--- config.mk ---
export PLATFORM = sky130hd
export DESIGN_NAME = setc_top
export DESIGN_NICKNAME = d
export VERILOG_FILES = /design/src/setc_pkg.sv /design/src/setc_rb_if.sv /design/src/setc_timer.sv /design/src/setc_i2c.sv /design/src/setc_top.sv
export SDC_FILE = /design/constraint.sdc
export NUM_CORES = 1
export LEC_CHECK = 0
export ABC_AREA = 1
export BUFFER_PORTS_ARGS = -buffer_cell sky130_fd_sc_hd__buf_2
export CORE_UTILIZATION = 35
export DETAILED_ROUTE_END_ITERATION = 8
export PLACE_DENSITY = 0.63
export SLEW_MARGIN = 20
export SYNTH_ARGS = -nofsm -noshare
export SYNTH_HDL_FRONTEND = slang
export SYNTH_SLANG_ARGS = --single-unit
--- constraint.sdc ---
create_clock -name CLK -period 5.04 [get_ports CLK]
set_clock_uncertainty 0.2 [all_clocks]
set_input_delay 0.504 -clock CLK [delete_from_list [all_inputs] [get_ports CLK]]
set_output_delay 0.504 -clock CLK [all_outputs]
set_load 0.005 [all_outputs]
--- src/setc_pkg.sv ---
// Purpose: shared constants and types for the sensor enable and timing control
// Assumes: 200 MHz system clock
// Notes:   phase times are counted in clock cycles derived from nanoseconds
package setc_pkg;
  localparam int CLK_NS        = 5;
  localparam int ALS_STEP_NS   = 2780000;
  localparam int ALS_STEP_CYC  = ALS_STEP_NS / CLK_NS;
  localparam int PROX_STEP_NS  = 88000;
  localparam int PROX_STEP_CYC = PROX_STEP_NS / CLK_NS;
  localparam logic [3:0] LONG_WAIT_MULT = 4'hC;
  localparam logic [3:0] UNIT_MULT      = 4'h1;

  localparam logic [6:0] DEV_ADDR = 7'h39;

  localparam logic [7:0] CTL_OFS = 8'h80;
  localparam logic [7:0] LIT_OFS = 8'h81;
  localparam logic [7:0] PSP_OFS = 8'h82;
  localparam logic [7:0] LWT_OFS = 8'h83;
  localparam logic [7:0] PWT_OFS = 8'hA9;

  localparam logic [7:0] CTL_RST = 8'h00;
  localparam logic [7:0] LIT_RST = 8'h00;
  localparam logic [7:0] PSP_RST = 8'h1F;
  localparam logic [7:0] LWT_RST = 8'h00;
  localparam logic [7:0] PWT_RST = 8'h00;

  localparam int PWR_BIT = 0;
  localparam int LFE_BIT = 1;
  localparam int PFE_BIT = 2;
  localparam int LWE_BIT = 3;
  localparam int PWE_BIT = 4;

  typedef enum logic [4:0] {
    SEQ_IDLE  = 5'h01,
    SEQ_PROX  = 5'h02,
    SEQ_PWAIT = 5'h04,
    SEQ_LINT  = 5'h08,
    SEQ_LWAIT = 5'h10
  } setc_seq_t;

  typedef enum logic [6:0] {
    I2_IDLE  = 7'h01,
    I2_ADDR  = 7'h02,
    I2_AACK  = 7'h04,
    I2_WBYTE = 7'h08,
    I2_WACK  = 7'h10,
    I2_RBYTE = 7'h20,
    I2_RACK  = 7'h40
  } setc_i2c_t;
endpackage

--- src/setc_rb_if.sv ---
// Purpose: register access path between the serial slave and the register file
// Assumes: single clock, write is a one-cycle pulse
// Notes:   read data is combinational from the current address
`timescale 1ns/1ps
interface setc_rb_if;
  logic [7:0] addr;
  logic [7:0] wdata;
  logic       wr;
  logic [7:0] rdata;
  modport master (output addr, output wdata, output wr, input rdata);
  modport slave  (input addr, input wdata, input wr, output rdata);
endinterface

--- src/setc_timer.sv ---
// Purpose: phase down counter, (load+1) * mult steps of STEP cycles
// Assumes: start and abort are one-cycle pulses, abort wins
// Notes:   done is combinational so the sequencer can chain phases without a gap
`timescale 1ns/1ps
module setc_timer #(
  parameter int STEP = 556000
) (
  input  wire logic       clk,
  input  wire logic       rst,
  input  wire logic       start,
  input  wire logic       abort,
  input  wire logic [7:0] load,
  input  wire logic [3:0] mult,
  output logic            busy,
  output logic            done
);
  localparam int PW = $clog2(STEP + 1);
  localparam logic [PW-1:0] PRE_TOP = PW'(STEP - 1);

  logic [PW-1:0] pre_q;
  logic [3:0]    sub_q;
  logic [7:0]    cnt_q;
  logic [7:0]    ld_q;
  logic [3:0]    ml_q;
  logic [31:0]   el_q;

  assign done = busy && pre_q == '0 && sub_q == 4'h0 && cnt_q == 8'h00;

  always_ff @(posedge clk or posedge rst) begin
    if (rst) begin
      busy  <= 1'b0;
      pre_q <= '0;
      sub_q <= 4'h0;
      cnt_q <= 8'h00;
    end else if (abort) begin
      busy <= 1'b0;
    end else if (start) begin
      busy  <= 1'b1;
      cnt_q <= load;
      sub_q <= mult - 4'h1;
      pre_q <= PRE_TOP;
    end else if (busy) begin
      if (pre_q == '0) begin
        pre_q <= PRE_TOP;
        if (sub_q == 4'h0) begin
          sub_q <= ml_q - 4'h1;
          // terminal count is zero, so a load of 0 still runs one pass of mult steps
          if (cnt_q == 8'h00) busy <= 1'b0;
          else cnt_q <= cnt_q - 8'h01;
        end else begin
          sub_q <= sub_q - 4'h1;
        end
      end else begin
        pre_q <= pre_q - PW'(1);
      end
    end
  end

  // helper for the exact-length check below
  always_ff @(posedge clk or posedge rst) begin
    if (rst) begin
      el_q <= 32'h0;
      ld_q <= 8'h00;
      ml_q <= 4'h1;
    end else if (start) begin
      el_q <= 32'h0;
      ld_q <= load;
      ml_q <= mult;
    end else if (busy) begin
      el_q <= el_q + 32'h1;
    end
  end
endmodule

--- src/setc_i2c.sv ---
// Purpose: two-wire serial register slave with auto-incrementing pointer
// Assumes: bus pins are synchronous to the clock
// Notes:   pointer survives stop, so a bare read continues at last address + 1
`timescale 1ns/1ps
module setc_i2c
  import setc_pkg::*;
(
  input  wire logic clk,
  input  wire logic rst,
  input  wire logic scl,
  input  wire logic sda_in,
  output logic      sda_oe_n,
  setc_rb_if.master rb
);
  setc_i2c_t  st_q;
  logic       scl_q, sda_q, scl_p, sda_p;
  logic [7:0] sh_q, ptr_q, wd_q;
  logic [3:0] bitc_q;
  logic       rw_q, first_q, wr_q;
  logic       rise, fall, start_c, stop_c;

  assign rise    = scl_q & ~scl_p;
  assign fall    = ~scl_q & scl_p;
  assign start_c = scl_q & scl_p & sda_p & ~sda_q;
  assign stop_c  = scl_q & scl_p & ~sda_p & sda_q;
  assign rb.addr  = ptr_q;
  assign rb.wdata = wd_q;
  assign rb.wr    = wr_q;

  always_ff @(posedge clk or posedge rst) begin
    if (rst) begin
      scl_q <= 1'b1;
      sda_q <= 1'b1;
      scl_p <= 1'b1;
      sda_p <= 1'b1;
    end else begin
      scl_q <= scl;
      sda_q <= sda_in;
      scl_p <= scl_q;
      sda_p <= sda_q;
    end
  end

  always_ff @(posedge clk or posedge rst) begin
    if (rst) begin
      st_q     <= I2_IDLE;
      sh_q     <= 8'h00;
      ptr_q    <= 8'h00;
      wd_q     <= 8'h00;
      bitc_q   <= 4'h0;
      rw_q     <= 1'b0;
      first_q  <= 1'b0;
      wr_q     <= 1'b0;
      sda_oe_n <= 1'b1;
    end else begin
      wr_q <= 1'b0;
      if (wr_q) ptr_q <= ptr_q + 8'h01;
      if (stop_c) begin
        st_q     <= I2_IDLE;
        sda_oe_n <= 1'b1;
      end else if (start_c) begin
        st_q     <= I2_ADDR;
        bitc_q   <= 4'h0;
        sda_oe_n <= 1'b1;
      end else if (rise) begin
        case (st_q)
          I2_ADDR, I2_WBYTE: begin
            sh_q   <= {sh_q[6:0], sda_q};
            bitc_q <= bitc_q + 4'h1;
          end
          // master nack ends the read
          I2_RACK: if (sda_q) st_q <= I2_IDLE;
          default: ;
        endcase
      end else if (fall) begin
        case (st_q)
          I2_ADDR: if (bitc_q == 4'h8) begin
            if (sh_q[7:1] == DEV_ADDR) begin
              st_q     <= I2_AACK;
              rw_q     <= sh_q[0];
              sda_oe_n <= 1'b0;
            end else begin
              st_q <= I2_IDLE;
            end
          end
          I2_WBYTE: if (bitc_q == 4'h8) begin
            st_q     <= I2_WACK;
            sda_oe_n <= 1'b0;
            first_q  <= 1'b0;
            if (first_q) begin
              ptr_q <= sh_q;
            end else begin
              wr_q <= 1'b1;
              wd_q <= sh_q;
            end
          end
          I2_WACK: begin
            st_q     <= I2_WBYTE;
            bitc_q   <= 4'h0;
            sda_oe_n <= 1'b1;
          end
          I2_RBYTE: if (bitc_q == 4'h8) begin
            st_q     <= I2_RACK;
            sda_oe_n <= 1'b1;
          end else begin
            sda_oe_n <= sh_q[7];
            sh_q     <= {sh_q[6:0], 1'b0};
            bitc_q   <= bitc_q + 4'h1;
          end
          I2_AACK, I2_RACK: begin
            if (st_q == I2_AACK && !rw_q) begin
              st_q     <= I2_WBYTE;
              bitc_q   <= 4'h0;
              first_q  <= 1'b1;
              sda_oe_n <= 1'b1;
            end else begin
              st_q     <= I2_RBYTE;
              sh_q     <= {rb.rdata[6:0], 1'b0};
              sda_oe_n <= rb.rdata[7];
              ptr_q    <= ptr_q + 8'h01;
              bitc_q   <= 4'h1;
            end
          end
          default: ;
        endcase
      end
    end
  end
endmodule

--- src/setc_top.sv ---
// Function
// - power-on bit runs oscillator and converters; cleared, everything stays idle
// - light function bit enables ambient light integration phase
// - proximity function bit enables proximity sample phase
// - light wait bit inserts light wait phase timed by light wait register
// - proximity wait bit inserts proximity wait phase timed by its register
// - integration is a down counter to zero, (value+1) steps of 2.78 ms
// - proximity sample lasts (value+1) times 88 us; register resets to 1F
// - light wait is a down counter, (value+1) steps of 2.78 ms
// - long wait option stretches light wait twelvefold
//
// Purpose: enable register, timing registers and phase sequencer of a light
//          and proximity sensor, configured over the two-wire serial bus
// Assumes: serial pins synchronous to CLK; proximity wait steps like light wait
// Notes:   phase order proximity, proximity wait, integration, light wait
`timescale 1ns/1ps
module setc_top
  import setc_pkg::*;
#(
  parameter int ALS_STEP  = ALS_STEP_CYC,
  parameter int PROX_STEP = PROX_STEP_CYC
) (
  input  wire logic CLK,
  input  wire logic RESET,
  input  wire logic SCL,
  input  wire logic SDA_IN,
  output logic      SDA_OUT,
  output logic      SDA_OE_N,
  input  wire logic LONG_WAIT_OPTION,
  output logic      OSC_ADC_ON,
  output logic      PROX_SAMPLING,
  output logic      PROX_WAITING,
  output logic      LIGHT_INTEGRATING,
  output logic      LIGHT_WAITING,
  output logic      PROX_DONE,
  output logic      LIGHT_DONE
);
  setc_rb_if rb ();

  logic [7:0] ctl_q;
  logic [7:0] lit_q;
  logic [7:0] psp_q;
  logic [7:0] lwt_q;
  logic [7:0] pwt_q;
  setc_seq_t  st_q, st_d;
  logic       go;
  logic       abort;
  logic       ps_start, ps_busy, ps_done;
  logic       al_start, al_busy, al_done;
  logic [7:0] al_load;
  logic [3:0] al_mult;
  logic       ph_done;
  logic       pwr_on, lfe, pfe, lwe, pwe;
  logic [3:0] ring_en;
  logic       prox_done_q, light_done_q;

  assign pwr_on = ctl_q[PWR_BIT];
  assign lfe = ctl_q[LFE_BIT];
  assign pfe = ctl_q[PFE_BIT];
  assign lwe = ctl_q[LWE_BIT];
  assign pwe = ctl_q[PWE_BIT];
  assign ring_en = {lwe, lfe, pwe, pfe};

  // open-drain data pin: only ever pulled low
  assign SDA_OUT = 1'b0;
  assign OSC_ADC_ON = ctl_q[PWR_BIT];
  assign PROX_SAMPLING     = st_q[1];
  assign PROX_WAITING      = st_q[2];
  assign LIGHT_INTEGRATING = st_q[3];
  assign LIGHT_WAITING     = st_q[4];
  assign PROX_DONE  = prox_done_q;
  assign LIGHT_DONE = light_done_q;

  setc_i2c u_i2c (
    .clk      (CLK),
    .rst      (RESET),
    .scl      (SCL),
    .sda_in   (SDA_IN),
    .sda_oe_n (SDA_OE_N),
    .rb       (rb.master)
  );

  // register file; reserved enable bits are stored as written
  always_ff @(posedge CLK or posedge RESET) begin
    if (RESET) begin
      ctl_q <= CTL_RST;
      lit_q <= LIT_RST;
      psp_q <= PSP_RST;
      lwt_q <= LWT_RST;
      pwt_q <= PWT_RST;
    end else if (rb.wr) begin
      if (rb.addr == CTL_OFS) ctl_q <= rb.wdata;
      else if (rb.addr == LIT_OFS) lit_q <= rb.wdata;
      else if (rb.addr == PSP_OFS) psp_q <= rb.wdata;
      else if (rb.addr == LWT_OFS) lwt_q <= rb.wdata;
      else if (rb.addr == PWT_OFS) pwt_q <= rb.wdata;
    end
  end

  always_comb begin
    if (rb.addr == CTL_OFS) rb.rdata = ctl_q;
    else if (rb.addr == LIT_OFS) rb.rdata = lit_q;
    else if (rb.addr == PSP_OFS) rb.rdata = psp_q;
    else if (rb.addr == LWT_OFS) rb.rdata = lwt_q;
    else if (rb.addr == PWT_OFS) rb.rdata = pwt_q;
    else rb.rdata = 8'h00;
  end

  // next enabled phase in ring order, starting at slot s
  function automatic setc_seq_t ring(input logic [3:0] en, input int s);
    setc_seq_t r;
    int        k;
    r = SEQ_IDLE;
    for (k = 3; k >= 0; k--) begin
      if (en[(s + k) % 4]) begin
        case ((s + k) % 4)
          0: r = SEQ_PROX;
          1: r = SEQ_PWAIT;
          2: r = SEQ_LINT;
          default: r = SEQ_LWAIT;
        endcase
      end
    end
    return r;
  endfunction

  assign ph_done = (st_q == SEQ_PROX) ? ps_done : al_done;

  always_comb begin
    st_d  = st_q;
    go    = 1'b0;
    abort = 1'b0;
    // waits alone are pointless, so a cycle needs at least one function
    if (!pwr_on || !(pfe || lfe)) begin
      st_d  = SEQ_IDLE;
      abort = st_q != SEQ_IDLE;
    end else if ((st_q == SEQ_PROX && !pfe) || (st_q == SEQ_LINT && !lfe)) begin
      st_d  = SEQ_IDLE;
      abort = 1'b1;
    end else begin
      case (st_q)
        SEQ_IDLE: begin
          st_d = ring(ring_en, 0);
          go   = 1'b1;
        end
        SEQ_PROX: if (ph_done) begin
          st_d = ring(ring_en, 1);
          go   = 1'b1;
        end
        SEQ_PWAIT: if (ph_done) begin
          st_d = ring(ring_en, 2);
          go   = 1'b1;
        end
        SEQ_LINT: if (ph_done) begin
          st_d = ring(ring_en, 3);
          go   = 1'b1;
        end
        SEQ_LWAIT: if (ph_done) begin
          st_d = ring(ring_en, 0);
          go   = 1'b1;
        end
        default: st_d = SEQ_IDLE;
      endcase
    end
  end

  always_ff @(posedge CLK or posedge RESET) begin
    if (RESET) st_q <= SEQ_IDLE;
    else st_q <= st_d;
  end

  always_ff @(posedge CLK or posedge RESET) begin
    if (RESET) begin
      prox_done_q  <= 1'b0;
      light_done_q <= 1'b0;
    end else begin
      prox_done_q  <= st_q == SEQ_PROX && ps_done && !abort;
      light_done_q <= st_q == SEQ_LINT && al_done && !abort;
    end
  end

  assign ps_start = go && st_d == SEQ_PROX;
  assign al_start = go && (st_d == SEQ_PWAIT || st_d == SEQ_LINT || st_d == SEQ_LWAIT);

  always_comb begin
    al_mult = UNIT_MULT;
    if (st_d == SEQ_LINT) al_load = lit_q;
    else if (st_d == SEQ_LWAIT) al_load = lwt_q;
    else al_load = pwt_q;
    if (st_d == SEQ_LWAIT && LONG_WAIT_OPTION) al_mult = LONG_WAIT_MULT;
  end

  // one prescaled counter per step size; both share the ring sequencer
  setc_timer #(.STEP(PROX_STEP)) u_ps (
    .clk   (CLK),
    .rst   (RESET),
    .start (ps_start),
    .abort (abort),
    .load  (psp_q),
    .mult  (UNIT_MULT),
    .busy  (ps_busy),
    .done  (ps_done)
  );

  setc_timer #(.STEP(ALS_STEP)) u_al (
    .clk   (CLK),
    .rst   (RESET),
    .start (al_start),
    .abort (abort),
    .load  (al_load),
    .mult  (al_mult),
    .busy  (al_busy),
    .done  (al_done)
  );
endmodule

==> impl_results.md <==
* Status: complete, no violations
* Chip height at 163 um
* PnR worst setup slack at 1.13 ns
* Top FF cell, synth: dfrtp_1
* First-pass GRT wire length at 37800 um
* Worst hold path class: primary input to asynchronous set/reset pin
* GPL Wtd Cong at 0.893
* Async S/R FF share, synth at 100%
* Post-route setup TNS at 0 ns
* Sequential fraction of the synthesis area at between 40% and 50%
* Post-placement cell count at 1540
* Worst vdd ir at 163 uV
* Worst-path clk slew at 0.08 ns
* WL final at 21700 um
* Post-route insts no fill at approximately 1.6k
* Post-synth top area share at 38.5%
* GRT overflow at 0
* DR vias/cell at a little over 5
* Root buf cell: clkbuf_16
* Synthesized area at 9100 um^2
* DR WL/cell at around 14 um
* Slew Limit Fails at 0
* Post-synth top area cell: dfrtp_1
* PwrDens at 260 nW/um^2
* Drt drc at 0
* Crit path kind: flop to flop
* Register area at between 3000 and 4000 um^2
* Commonest non-fill, non-tap cell in the layout: nand2_1
* Crit-path max FO at 22
* Area contributors post-synth: dfrtp_1 39%, nand2_1 11%, o21ai_0 8.0%
* Worst Path Arrival at ~4.1 ns
* Max-Slew Margin vs Limit at about two fifths
* Layout area overhead at 10.5%
* Port bufs at 12
* Distinct cells, synth at 56
* Fillcell total at around 2.6k
* Fin nets at 1255
* Vias in the first global route at 7734
* Final setup fails at 0
* CTS Buf Count at 17
* Pin count of the biggest net entering global routing at 154
* CTS tree: built
* Pwr Total at 2.62 mW
* EDFF count, synth at 0
* Max-Cap Viols at 0
* Crit share post-route at 77.6%
* Die Width at between 150 and 200 um
* Initial Util at roughly 36%
* Synth Register Bits at 153
* Worst-margin pin slew at roughly 0.9 ns
* Worst-skew pair later-pin latency at 0.44 ns
* Post-layout min period at 3.91 ns
* Syn avg cell area at 7.43 um^2
* Max stage delay on crit path at 0.52 ns
* Max Freq at 256 MHz
* Placeable Area at ~25000 um^2
* Crit end category: flop
* CTS H-tree lvls at 4
* Crit path buf inv count at 3
* Dpl hpwl at 15600 um
* Multi-input combinational cell area at 4420 um^2
* CTS max path bufs at 2
* Antenna diode count at 0
* RSZ-0062 raised after global routing: no
* CP delay by family, top: simple AND/OR/NAND/NOR gates
* Row count at 58
* CTS Sinks at 153
* Hold Vio Cnt, Final at 0
* CP startpoint kind: flop
* Post-route ant nets at 0
* Die area at 26600 um^2
* Leakage power at 5.17 nW
* Crit-path slowest cell: a21oi_4
* Worst Path Required at 5.20 ns
* DR iter-0 viols at between 500 and 600
* Most frequent cells in the layout: 274 x nand2_1, 177 x inv_1, 146 x o21ai_0
* Yosys warns at 0
* Antenna violations before repair at 0
* Post-Syn Nets at 1248
* Share of layout cells above drive strength 1 at 7.96%
* Overall Global Routing Usage at 17.5%
* Pre-Repair DR Iteration Count at 5
* Post-place setup slack at 1.14 ns
* I/O pin cnt at 14
* Most used cell, CP: nand2_1
* Cell Chain, Critical Path: inv_1 -> ha_1 -> inv_1 -> nor2_1 -> nand3_1 -> nor2_1 -> nand2_1 -> nor2_2 -> nand3_2 -> nand2_4 -> o21ai_1 -> nand3_2 -> nand2_1 -> nor2_1 -> nand3_2 -> a21oi_4 -> nand2_1 -> inv_1 -> nand3_1 -> nand2_1
* DR vias at 7928
* Mapped Cells at 1224
registers in the layout, indices dropped and copies added (netlist names), 2 cells and up:
name and cells:
u_ps.pre_q 15, u_i2c.st_q 7, u_al.ml_q 2, lwt_q 8, u_al.sub_q 4, u_al.pre_q 20, ctl_q 8, pwt_q 8
u_i2c.bitc_q 4, u_i2c.sh_q 8, u_i2c.rb.wdata 8, u_ps.sub_q 4, u_i2c.rb.addr 8, u_ps.cnt_q 8, lit_q 8, st_q 5
u_al.cnt_q 8, psp_q 8
path summary, 6_finish.rpt:
path / start / end / slack (ns) / cells after the start
max reg2reg: u_al.pre_q[0]$_DFFE_PP0P_ / u_al.sub_q[3]$_DFFE_PP0P_ / 1.13 / 20
max: u_al.pre_q[0]$_DFFE_PP0P_ / u_al.sub_q[3]$_DFFE_PP0P_ / 1.13 / 20
min in group CLK: u_i2c.scl_q$_DFF_PP1_ / u_i2c.scl_p$_DFF_PP1_ / 0.19 / 0
max in group asynchronous: RESET / u_al.ml_q[2]$_DFFE_PP0P_ / 3.89 / 3
min reg2reg: u_i2c.scl_q$_DFF_PP1_ / u_i2c.scl_p$_DFF_PP1_ / 0.19 / 0
min: RESET / u_ps.sub_q[2]$_DFFE_PP0P_ / 0.08 / 3
cells by family after synthesis:
family	Yosys count	share of synthesized area (%)
other	1	0.0412
multiplexers	1	0.110
AO/OA/AOI/OAI	227	14.3
flip-flops	153	42.3
XOR/XNOR	31	2.98
adder cells (fa/ha/maj)	19	2.61
buffers and inverters	213	9.24
AND/OR/NAND/NOR	579	28.5
where the power goes:
group	internal (mW)	leakage (nW)	switching (mW)
sequential	1.25	2.06	0.0228
clock	0.691	0.266	0.557
combinational	0.0236	2.85	0.0686
through the flow:
step / area, um^2 / hold slack, ns / util, %
2_1_floorplan: 9100 / 0.167 / -
3_3_place_gp: 9460 / 0.180 / 37.3
3_5_place_dp: 9460 / 0.180 / 37.3
4_1_cts: 10000 / 0.170 / 39.7
5_1_grt: 10000 / 0.177 / 39.7
6_report: 10000 / 0.0821 / 39.7
synthesized netlist by cell type, drive strengths merged (12+ instances only):
library cell,number
dfrtp,140
inv,182
clkbuf,14
nor4,12
a21oi,18
dfstp,13
buf,14
xor2,23
ha,19
nor2,137
nand3,79
nand3b,12
nand2,282
o21ai,154
nor3,29
o22ai,13
nand4,15
routing by layer:
layer | GRT usage, % | part of all wire (%) | vias to the layer above
met1 | 24.1 | 49 | 3761
met2 | 28.1 | 46 | 154
met4 | 3.95 | 0.87 | 0
li1 | - | - | 3995
met5 | 0 | 0 | -
met3 | 3.35 | 4.3 | 18
layout make-up:
type,count,share of cell area (%)
multi-input combinational,858,44.0
clock buffer,18,4.27
tap,330,4.11
sequential,153,38.3
timing repair buffer,16,1.07
clock inverter,14,1.37
inverter,185,6.96
worst reg2reg max path: stages (launching register included):
cell,delay [ns]
dfrtp_1,0.41
inv_1,0.14
ha_1,0.21
inv_1,0.06
nor2_1,0.08
nand3_1,0.07
nor2_1,0.09
nand2_1,0.07
nor2_2,0.14
nand3_2,0.13
nand2_4,0.12
o21ai_1,0.08
nand3_2,0.10
nand2_1,0.05
nor2_1,0.10
nand3_2,0.39
a21oi_4,0.52
nand2_1,0.45
inv_1,0.25
nand3_1,0.10
nand2_1,0.06
what timing repair did:
item                      4_1_cts  5_1_grt
resized for setup               0        0
hold endpoints to repair        2        0
hold buffers                    2        0
buffers inserted                0        0
(Power assumes the default switching activity.)
